### src/ksm_defines.svh
`ifndef KSM_DEFINES_SVH
`define KSM_DEFINES_SVH

// Register byte offsets
`define KSM_OFF_PUSH_TASK   12'h000
`define KSM_OFF_PUSH_DONE   12'h100
`define KSM_OFF_WITHDRAWN   12'h104
`define KSM_OFF_FAULT       12'h108
`define KSM_OFF_IRQ_MASK    12'h300
`define KSM_OFF_IRQ_SET     12'h304
`define KSM_OFF_IRQ_CLR     12'h308
`define KSM_OFF_IRQ_PEND    12'h30c
`define KSM_OFF_STATUS      12'h40c
`define KSM_OFF_SLOT_SEL    12'h500

// Event and enable bit positions
`define KSM_EV_PUSHED       0
`define KSM_EV_WITHDRAWN    1
`define KSM_EV_FAULT        2

// Status bit positions
`define KSM_ST_ACCESS_OK    0
`define KSM_ST_VIOLATION    1

// Reset values and constants
`define KSM_IRQ_MASK_RST    3'h0
`define KSM_SLOT_SEL_RST    8'h00
`define KSM_POISON_WORD     32'hdeaddead
`define KSM_NUM_SLOTS       8'h80
`define KSM_KEY_WORDS       2'h3

`endif

### src/ksm_pkg.sv
package ksm_pkg;

   typedef enum logic [1:0] {
      KSM_IDLE,
      KSM_SETUP,
      KSM_ACCESS
   } ksm_push_state_t;

   typedef struct packed {
      ksm_push_state_t st;
      logic [1:0]      word;
      logic [7:0]      sel;
      logic [2:0]      ev;
      logic [2:0]      en;
      logic            stat_ok;
      logic            stat_blk;
      logic [31:0]     prdata;
      logic            perr;
      logic            m_psel;
      logic            m_penable;
      logic [31:0]     m_paddr;
      logic [31:0]     m_pwdata;
      logic [31:0]     acc_rdata;
      logic            acc_done;
      logic            acc_grant;
   } ksm_state_t;

endpackage : ksm_pkg

### src/ksm_key_slot_manager_regs.sv
// Chosen here: the APB interface to the registers.
`timescale 1ns/1ps
`include "ksm_defines.svh"

// What this block does
// - A push task write sends the selected slot's 128-bit key to its destination over APB.
// - A push that finishes without an error sets the push done event.
// - A push aimed at a revoked slot sets the withdrawn event instead of pushing.
// - A push with no slot, no destination or an error answer sets the fault event.
// - Writing ones to the enable set register enables those events, and it reads the enables.
// - Writing ones to the enable clear register disables those events, and it reads the enables.
// - The pending register shows for each event whether its interrupt is pending.
// - Every write of the slot selector clears the status register.
// - The slot selector names the slot used by key reads and by the push task.
// - The enable mask holds one read/write enable per event and resets to zero.
// - Slots are numbered 1 to 128, and zero, the reset value, selects no slot.
// - A blocked key read returns the fixed poison word.
// - Status flags a good access to the selected slot or a violation otherwise.
module ksm_key_slot_manager_regs #(
   // Slot count and key length in bus words
   parameter int unsigned NUM_SLOTS = 128,
   parameter int unsigned KEY_WORDS = 4
) (
   // Clock and reset
   input  wire logic         pclk,
   input  wire logic         presetn,
   // APB register slave
   input  wire logic         psel,
   input  wire logic         penable,
   input  wire logic         pwrite,
   input  wire logic [11:0]  paddr,
   input  wire logic [31:0]  pwdata,
   input  wire logic [3:0]   pstrb,
   output logic      [31:0]  prdata,
   output logic              pready,
   output logic              pslverr,
   // Secure APB push master
   output logic              m_psel,
   output logic              m_penable,
   output logic              m_pwrite,
   output logic      [31:0]  m_paddr,
   output logic      [31:0]  m_pwdata,
   input  wire logic         m_pready,
   input  wire logic         m_pslverr,
   // Key storage lookup for the selected slot
   output logic      [7:0]   key_slot_id,
   input  wire logic [127:0] key_value,
   input  wire logic [31:0]  key_dest,
   input  wire logic         key_revoked,
   input  wire logic         key_readable,
   // Key slot access port
   input  wire logic         acc_valid,
   input  wire logic         acc_write,
   input  wire logic [7:0]   acc_slot,
   input  wire logic [1:0]   acc_word,
   output logic      [31:0]  acc_rdata,
   output logic              acc_done,
   output logic              acc_grant,
   // Interrupt
   output logic              irq
);

   ksm_pkg::ksm_state_t s_r;
   ksm_pkg::ksm_state_t s_nxt;

   function automatic logic slot_valid(input logic [7:0] id);
      slot_valid = (id != 8'h00) && (id <= 8'(NUM_SLOTS));
   endfunction : slot_valid

   function automatic logic [31:0] key_word(input logic [127:0] k, input logic [1:0] w);
      key_word = k[{w, 5'h00} +: 32];
   endfunction : key_word

   // Event register offsets, indexed by event bit
   function automatic logic [11:0] ev_offset(input int unsigned idx);
      case (idx)
         `KSM_EV_PUSHED:    ev_offset = `KSM_OFF_PUSH_DONE;
         `KSM_EV_WITHDRAWN: ev_offset = `KSM_OFF_WITHDRAWN;
         default:           ev_offset = `KSM_OFF_FAULT;
      endcase
   endfunction : ev_offset

   // Three views of one enable vector
   function automatic logic [2:0] en_update(input logic [11:0] a,
                                            input logic [2:0]  old,
                                            input logic [2:0]  d);
      logic [2:0] v;
      v = old;
      case (a)
         `KSM_OFF_IRQ_MASK: v = d;
         `KSM_OFF_IRQ_SET:  v = old | d;
         `KSM_OFF_IRQ_CLR:  v = old & ~d;
         default:           v = old;
      endcase
      en_update = v;
   endfunction : en_update

   // Readback mux; unmapped offsets read zero
   function automatic logic [31:0] reg_read(input logic [11:0]         a,
                                            input ksm_pkg::ksm_state_t s);
      logic [31:0] v;
      v = 32'h0000_0000;
      case (a)
         `KSM_OFF_PUSH_DONE: v = {31'h0, s.ev[`KSM_EV_PUSHED]};
         `KSM_OFF_WITHDRAWN: v = {31'h0, s.ev[`KSM_EV_WITHDRAWN]};
         `KSM_OFF_FAULT:     v = {31'h0, s.ev[`KSM_EV_FAULT]};
         `KSM_OFF_IRQ_MASK, `KSM_OFF_IRQ_SET, `KSM_OFF_IRQ_CLR:
            v = {29'h0, s.en};
         `KSM_OFF_IRQ_PEND:  v = {29'h0, s.ev & s.en};
         `KSM_OFF_STATUS:    v = {30'h0, s.stat_blk, s.stat_ok};
         `KSM_OFF_SLOT_SEL:  v = {24'h0, s.sel};
         default:            v = 32'h0000_0000;
      endcase
      reg_read = v;
   endfunction : reg_read

   // Last word index as the two-bit word counter sees it
   localparam logic [1:0] LAST_WORD = 2'(KEY_WORDS - 1);

   logic setup_ph;
   logic access_ph;
   logic wr_acc;
   logic mapped;
   logic [2:0] set_ev;
   logic push_start;
   logic acc_ok;
   logic [2:0] ev_clr;
   logic [2:0] pend;
   logic no_slot;
   logic no_dest;

   assign setup_ph  = psel && !penable;
   assign access_ph = psel && penable;
   assign wr_acc    = access_ph && pwrite && !s_r.perr;

   // One write-zero clear strobe per event flag
   genvar gi;
   generate
      for (gi = 0; gi < 3; gi++) begin : g_ev_clr
         assign ev_clr[gi] = wr_acc && (paddr == ev_offset(gi)) && !pwdata[0];
      end
   endgenerate

   // Pending per event, ORed into the one interrupt line
   generate
      for (gi = 0; gi < 3; gi++) begin : g_pend
         assign pend[gi] = s_r.ev[gi] && s_r.en[gi];
      end
   endgenerate

   always_comb begin
      case (paddr)
         `KSM_OFF_PUSH_TASK, `KSM_OFF_PUSH_DONE, `KSM_OFF_WITHDRAWN, `KSM_OFF_FAULT,
         `KSM_OFF_IRQ_MASK, `KSM_OFF_IRQ_SET, `KSM_OFF_IRQ_CLR, `KSM_OFF_IRQ_PEND,
         `KSM_OFF_STATUS, `KSM_OFF_SLOT_SEL: mapped = 1'b1;
         default: mapped = 1'b0;
      endcase
   end

   // Task fires on a write of one; ignored while a push is running
   assign push_start = wr_acc && (paddr == `KSM_OFF_PUSH_TASK) && pwdata[0]
                       && (s_r.st == ksm_pkg::KSM_IDLE);

   assign acc_ok = slot_valid(s_r.sel) && (acc_slot == s_r.sel);

   // Push verdicts, taken in priority order
   assign no_slot = !slot_valid(s_r.sel);
   assign no_dest = (key_dest == 32'h0000_0000);

   always_comb begin
      s_nxt  = s_r;
      set_ev = 3'h0;

      // Push sequencer
      case (s_r.st)
         ksm_pkg::KSM_IDLE: begin
            if (push_start) begin
               if (no_slot) begin
                  set_ev[`KSM_EV_FAULT] = 1'b1;
               end else if (key_revoked) begin
                  set_ev[`KSM_EV_WITHDRAWN] = 1'b1;
               end else if (no_dest) begin
                  set_ev[`KSM_EV_FAULT] = 1'b1;
               end else begin
                  s_nxt.st       = ksm_pkg::KSM_SETUP;
                  s_nxt.word     = 2'h0;
                  s_nxt.m_psel   = 1'b1;
                  s_nxt.m_paddr  = key_dest;
                  s_nxt.m_pwdata = key_word(key_value, 2'h0);
               end
            end
         end
         ksm_pkg::KSM_SETUP: begin
            s_nxt.st        = ksm_pkg::KSM_ACCESS;
            s_nxt.m_penable = 1'b1;
         end
         ksm_pkg::KSM_ACCESS: begin
            if (m_pready) begin
               s_nxt.m_penable = 1'b0;
               if (m_pslverr) begin
                  set_ev[`KSM_EV_FAULT] = 1'b1;
                  s_nxt.st     = ksm_pkg::KSM_IDLE;
                  s_nxt.m_psel = 1'b0;
               end else if (s_r.word == LAST_WORD) begin
                  set_ev[`KSM_EV_PUSHED] = 1'b1;
                  s_nxt.st     = ksm_pkg::KSM_IDLE;
                  s_nxt.m_psel = 1'b0;
               end else begin
                  s_nxt.st       = ksm_pkg::KSM_SETUP;
                  s_nxt.word     = s_r.word + 2'h1;
                  s_nxt.m_paddr  = s_r.m_paddr + 32'h0000_0004;
                  s_nxt.m_pwdata = key_word(key_value, s_r.word + 2'h1);
               end
            end
         end
         default: begin
            s_nxt.st        = ksm_pkg::KSM_IDLE;
            s_nxt.m_psel    = 1'b0;
            s_nxt.m_penable = 1'b0;
         end
      endcase

      // Key slot accesses
      s_nxt.acc_done  = acc_valid;
      s_nxt.acc_grant = 1'b0;
      if (acc_valid) begin
         if (acc_ok && (acc_write || (key_readable && !key_revoked))) begin
            s_nxt.stat_ok   = 1'b1;
            s_nxt.acc_grant = 1'b1;
            s_nxt.acc_rdata = acc_write ? 32'h0000_0000 : key_word(key_value, acc_word);
         end else begin
            s_nxt.stat_blk  = 1'b1;
            s_nxt.acc_rdata = acc_write ? 32'h0000_0000 : `KSM_POISON_WORD;
         end
      end

      // Register writes
      if (wr_acc) begin
         case (paddr)
            `KSM_OFF_IRQ_MASK, `KSM_OFF_IRQ_SET, `KSM_OFF_IRQ_CLR: begin
               if (pstrb[0]) s_nxt.en = en_update(paddr, s_r.en, pwdata[2:0]);
            end
            `KSM_OFF_SLOT_SEL: begin
               if (pstrb[0]) s_nxt.sel = pwdata[7:0];
               s_nxt.stat_ok  = 1'b0;
               s_nxt.stat_blk = 1'b0;
            end
            default: begin
            end
         endcase
      end

      // Hardware set beats a clear in the same cycle
      s_nxt.ev = (s_r.ev & ~ev_clr) | set_ev;

      // Read data captured in setup, so access phase answers at once
      if (setup_ph) begin
         s_nxt.perr = !mapped;
         s_nxt.prdata = reg_read(paddr, s_r);
      end
   end

   always_ff @(posedge pclk or negedge presetn) begin
      if (!presetn) begin
         s_r           <= '0;
         s_r.st        <= ksm_pkg::KSM_IDLE;
         s_r.sel       <= `KSM_SLOT_SEL_RST;
         s_r.en        <= `KSM_IRQ_MASK_RST;
      end else begin
         s_r <= s_nxt;
      end
   end

   assign prdata      = s_r.prdata;
   assign pready      = 1'b1;
   assign pslverr     = access_ph && s_r.perr;
   assign m_psel      = s_r.m_psel;
   assign m_penable   = s_r.m_penable;
   assign m_pwrite    = s_r.m_psel;
   assign m_paddr     = s_r.m_paddr;
   assign m_pwdata    = s_r.m_pwdata;
   assign key_slot_id = s_r.sel;
   assign acc_rdata   = s_r.acc_rdata;
   assign acc_done    = s_r.acc_done;
   assign acc_grant   = s_r.acc_grant;
   assign irq         = |pend;

endmodule : ksm_key_slot_manager_regs

### config.mk
export PLATFORM = sky130hd
export DESIGN_NAME = ksm_key_slot_manager_regs
export DESIGN_NICKNAME = d
export VERILOG_FILES = /design/src/ksm_pkg.sv /design/src/ksm_key_slot_manager_regs.sv
export VERILOG_INCLUDE_DIRS = /design/src
export SDC_FILE = /design/constraint.sdc
export NUM_CORES = 1
export LEC_CHECK = 0
export BUFFER_PORTS_ARGS = -buffer_cell sky130_fd_sc_hd__buf_2
export CAP_MARGIN = 20
export CORE_ASPECT_RATIO = 2
export CORE_MARGIN = 5
export CORE_UTILIZATION = 30
export DETAILED_ROUTE_END_ITERATION = 16
export GPL_ROUTABILITY_DRIVEN = 0
export SETUP_SLACK_MARGIN = 0.05
export SLEW_MARGIN = 5
export SYNTH_ARGS = -nofsm -noshare
export SYNTH_HDL_FRONTEND = slang
export SYNTH_SLANG_ARGS = --single-unit
### constraint.sdc
create_clock -name pclk -period 2.15 [get_ports pclk]
set_input_delay 0.3225 -clock pclk [delete_from_list [all_inputs] [get_ports pclk]]
set_output_delay 0.3225 -clock pclk [all_outputs]
set_load 0.03 [all_outputs]
; Word level (Yosys, flattened, before mapping)
; Index checks and enable logic that the tools add are counted.
[word_totals]
regBits = 153
latch_bits = 0
ramBits = 0
rom_bits = 0
input_bits = 229
out_inout_bits = 144
wordCells = 147
n_memories = 0
[classes]
add_sub_neg = 2
multipliers = 0
n_div = 0
n_lt_le_gt_ge = 1
eq_ne = 21
shift = 2
muxes = 54
bitwise_logic = 9
reduce_logical = 42
[ops]
columns = op, count
row1 = 2-to-1 mux 64 bit, 6
row2 = variable part select 128 x 8 -> 32 bit, 2
row3 = case mux 64 bit (2 select lines), 1
row4 = 2-to-1 mux 32 bit, 3
row5 = 2-to-1 mux 66 bit, 1
row6 = case mux 8 bit (7 select lines), 1
row7 = "equality test 12 x 10 -> 1 bit, second input constant", 4
row8 = "equality test 12 x 9 -> 1 bit, second input constant", 3
row9 = "adder 32 x 3 -> 32 bit, second input constant", 1
row10 = zero test 32 bit, 1
row11 = 2-to-1 mux 1 bit, 25
row12 = "equality test 12 x 11 -> 1 bit, second input constant", 2
row13 = logical AND 1 bit, 21
row14 = 2-to-1 mux 4 bit, 5
row15 = zero test 12 bit, 1
row16 = 2-to-1 mux 2 bit, 6
row17 = "inequality test 2 bit, second input constant", 6
row18 = OR reduction 10 bit, 1
row19 = bitwise AND 3 bit, 3
row20 = case mux 3 bit (3 select lines), 1
row21 = equality test 8 bit, 1
row22 = "less-or-equal comparator 8 bit, second input constant", 1
row23 = AND reduction 8 bit, 1
row24 = nonzero test 8 bit, 1
row25 = 23 further kinds, 33

; Logic depth before layout (Yosys ltp)
[logic_depth]
ltp_word = 9
mapped_depth = 9
mapped_depth_nobuf = 7

; Least setup slack after synthesis
; OpenSTA, ideal clock, no wires.
[synth_timing]
path_type = reg-to-reg
start = reg s_r[149] (netlist bit)
end = reg s_r (netlist bit m_pwdata[10])
setup_time_ns = 0.133
arrival_ns = 1.867
required_time_ns = 2.017
setup_slack_ns = 0.149
path_stages_with_launch = 9
path_buffers = 2
period_less_slack_ns = 2.001
path_cell_list = dfrtp_1 ha_1 clkbuf_1 clkbuf_1 mux2_2 o22ai_1 nand2_1 o21ai_0 o21ai_0
[synth_between]
elab_chain_cells = 6
word_cells_on_any_way = 9
cone_classes = add/sub (1) / eq/ne (2) / shift (1) / mux (4) / reduce/logical (1)
[synth_lines]
columns = element, line_no
row1 = from (decl), ksm_key_slot_manager_regs.sv:63  ; ksm_pkg::ksm_state_t s_r;
row2 = from (signal assigned), ksm_key_slot_manager_regs.sv:270  ; s_r <= s_nxt;
row3 = adder 2 x 1 -> 2 bit, ksm_key_slot_manager_regs.sv:212  ; s_nxt.m_pwdata = key_word(key_value, s_r.word + 2'h1);
row4 = variable part select 128 x 8 -> 32 bit, ksm_key_slot_manager_regs.sv:71  ; key_word = k[{w, 5'h00} +: 32];
row5 = 2-to-1 mux 64 bit, ksm_key_slot_manager_regs.sv:204  ; end else if (s_r.word == LAST_WORD) begin
row6 = 2-to-1 mux 64 bit, ksm_key_slot_manager_regs.sv:200  ; if (m_pslverr) begin
row7 = 2-to-1 mux 66 bit, ksm_key_slot_manager_regs.sv:198  ; if (m_pready) begin
row8 = case mux 64 bit (2 select lines), ksm_key_slot_manager_regs.sv:175  ; case (s_r.st)
; Several ways; a longest one is shown, not always the timed one. The select of a mux whose other input is x is not followed.
; A chain may end at the register's enable or synchronous reset.

; Worst setup path after layout
[layout_timing]
start = reg s_r (netlist bit key_slot_id[4])
end = reg s_r (netlist bit m_pwdata[25])
[layout_between]
elab_chain_cells = 4
word_cells_on_any_way = 5
cone_classes = order compare (1) / eq/ne (1) / reduce/logical (3)
[layout_lines]
columns = element, line_no
row1 = less-or-equal comparator 8 bit / nonzero test 8 bit (equally long branches), ksm_key_slot_manager_regs.sv:67  ; slot_valid = (id != 8'h00) && (id <= 8'(NUM_SLOTS));
row2 = logical AND 1 bit *, ksm_key_slot_manager_regs.sv:67
row3 = inequality test 2 x 1 -> 1 bit (no source line) *, -
row4 = AND reduction 8 bit (no source line) *, -
; Every way passes the cells marked *; elsewhere a longest branch is shown, timed or not.

==> flow_summary_export.csv <==
group,metric,value,unit
synth,ys_ff_latch,129,
synth,yosysSeqAreaShare,0.362,
setup_path,startpoint,"key_slot_id[4]",
cells_and_area,area_growth,31.0,%
clock_tree,clkTransAtPathRegs,0.06,ns
pwr,total_power,6.29,mW
floorplan,rows,89,
hold_path,hold_path.class,"in -> reg",
cells_and_area,fillers,3031,
sta,grt_setup_unrepaired,"true",
routing,drt-wirelength-per-cell,20.7,um
cells_and_area,drive_gt1_frac,0.463,
pwr,switching_share,0.270,
routing,wl,34000,um
routing,drt-pass1-iter-count,5,
clock_tree,worst_skew_pair.late_latency,0.44,ns
pwr,ir_drop,543,uV
flow_run,maxCapViolations,0,
synth,synthFlopType,"dfrtp_1",
clock_tree,root_buffer,"clkbuf_16",
synth,yosysTopAreaCellShare,0.362,
synth,syn_area,8910,um^2
synth,yosys.area.top_type,"dfrtp_1",
routing,route.met2.wl,19000,um
clock_tree,cts_sinks,129,
pwr,pwr-share-comb,0.151,
routing,vias,8674,
setup_path,cp.required,2.49,ns
floorplan,num_io_pins,373,
synth,avgSynthCellArea,9.11,um^2
global_route,grt_first_pass_wirelength,50100,um
synth,synthCells,978,
setup_path,r2r_start,"key_slot_id[4]",
sta,period_share,0.991,
pwr,p_seq_frac,0.398,
pwr,switchingPower,1.70,mW
setup_path,critPathKind,"reg -> reg",
setup_path,end_kind,"flip-flop",
cells_and_area,layout_commonest_cell,"buf_2",
placed_design,dp_hpwl,25900,um
synth,ys_warn_count,0,
cells_and_area,nets,1492,
synth,synth_area_leaders,"dfrtp_1 36%, buf_4 12%, mux4_2 8.1%, o21ai_0 7.1%, mux2_2 5.2%",
global_route,antenna_found_initial,6,
setup_path,start_kind,"flip-flop",
outcome,run_status,"finished clean",
sta,fin_hold_ws,0.122,ns
global_route,grt_max_degree,56,
setup_path,crit_fanout,17,
routing,met1Wirelength,11400,um
floorplan,die_height,254,um
hold_path,min-delay-start,"key_dest[1]",
floorplan,core_region_area,29400,um^2
synth,async_flop_share,1.00,
floorplan,fp.dieArea,33500,um^2
routing,ant_nets,0,
clock_tree,cts.path.max_buffers,2,
clock_tree,cts_made_buffers,17,
placed_design,pre_cts_slack,-0.485,ns
floorplan,fp.dieW,132,um
global_route,globalRouteOverflowTotal,0,
pwr,p_leak,5.64,nW
cells_and_area,multi_input_area,4530,um^2
sta,post-route-min-period,2.13,ns
floorplan,initial_core_util,0.303,
sta,tightest_slew,0.672,ns
pwr,p_per_area,539,nW/um^2
routing,top_layer,"met5",
sta,maxSlewHeadroom,0.552,
sta,setup_violations,0,
cells_and_area,seqCellArea,3230,um^2
clock_tree,ctsHtreeMaxLevel,4,
synth,synth_edf_count,0,
cells_and_area,final_cell_mix,"319 x buf_2, 128 x dfrtp_1, 115 x nand2_1, 98 x buf_4, 93 x o21ai_0",
global_route,first_global_vias,9107,
setup_path,crit_arrival,2.47,ns
pwr,p_int,4.59,mW
sta,drv_slew,0,
global_route,track_usage,0.194,
placed_design,port_buffers,320,
routing,route.met3.wl,1950,um
sta,max_freq,0.469,GHz
sta,setup_slack,0.0199,ns
sta,hold_viol,0,
sta,skew,0.0106,ns
clock_tree,cts_tree,"built",
pwr,pwr-share-clk,0.451,
synth,synth.distinct_cells,66,
cells_and_area,final_cell_count_no_fill,1642,
placed_design,dp_cells,1595,
routing,drc,0,
routing,post_drt_via_cell_ratio,5.28,
routing,first_iter_violations,484,
[power groups by stage]
stage / combinational (mW) / clock (mW) / sequential, mW
after floorplan: 0.558 / 0 / 2.54
after global placement: 0.930 / 0 / 2.54
after detailed placement: 0.943 / 0 / 2.54
after CTS: 0.948 / 2.91 / 2.50
after global routing: 1.03 / 3.01 / 2.50
final: 0.953 / 2.84 / 2.50
[final timing paths]
path / end / slack [ns] / depth (start not counted)
setup / recovery: m_pwdata[25] / 0.02 / 8
hold / removal: m_paddr[1] / 0.12 / 3
setup reg to reg: m_pwdata[25] / 0.02 / 8
hold reg to reg: m_pwdata[2] / 0.47 / 2
max in group asynchronous: m_pwdata[23] / 1.13 / 3
min in group asynchronous: m_paddr[3] / 0.38 / 2
[cells in the mapped netlist (5+ instances only)]
master	n
a21oi_1	27
a2bb2oi_1	5
a31oi_1	9
and3_1	8
buf_2	13
buf_4	139
clkbuf_1	38
dfrtp_1	129
inv_1	30
mux2_2	41
mux4_2	32
nand2_1	122
nand2b_1	6
nand3_1	20
nand4_1	7
nor2_1	35
nor2b_1	7
nor3_1	13
nor4_1	17
o21ai_0	127
o21ai_1	5
o22ai_1	41
o2bb2ai_1	14
xor2_1	6
[critical path, stage by stage, from the launching register on]
cell      delay (ns)
dfrtp_1         0.41
nor4_4          0.36
a21boi_2        0.13
nor4b_4         0.32
buf_4           0.18
a21oi_4         0.06
buf_4           0.18
buf_12          0.16
o21ai_0         0.22
[flip-flops by register name, indices dropped and copies added (netlist names)]
signal,flops
acc_rdata,32
m_paddr,32
m_pwdata,32
s_r,13
key_slot_id,8
prdata,8
acc_done,1
acc_grant,1
m_penable,1
m_psel,1
[metal layers]
metal,up-vias,GRT usage
met5,-,0
met4,4,0.122
met3,98,0.0458
met2,376,0.370
met1,4238,0.182
li1,3958,-
[cells by family after synthesis]
kind of cell | count (synthesis) | synth area share
XOR/XNOR | 8 | 0.00786
AND/OR/NAND/NOR | 265 | 0.149
adder cells (fa/ha/maj) | 2 | 0.00281
buffers and inverters | 229 | 0.160
other | 2 | 0.000843
AO/OA/AOI/OAI | 268 | 0.183
flip-flops | 129 | 0.362
multiplexers | 75 | 0.135
[layout make-up]
cell class	count	area share
flip-flops and latches	129	0.277
diodes	4	0.000857
multi-input cells	643	0.388
inverters	31	0.00997
clock inverters	9	0.00697
well taps	364	0.0390
clock buffers	23	0.0418
repair buffers	439	0.237
[repair_timing]
item,CTS,global route
buffers inserted,5,2
pin swaps,3,10
hold buffers,1,0
hold endpoints to repair,40,0
cloned,0,3
endpoints found under the setup margin,92,98
resized for setup,7,65
[through the flow]
stage                     instance area [um^2]   util  TNS (ns)
after floorplan                           9000      -         0
after global placement                   10800  0.366    -26.12
after detailed placement                 10800  0.366    -27.03
after CTS                                11400  0.389         0
after global routing                     11700  0.397     -1.10
final                                    11700  0.397         0
No activity file was read; power rests on OpenSTA's default activity.
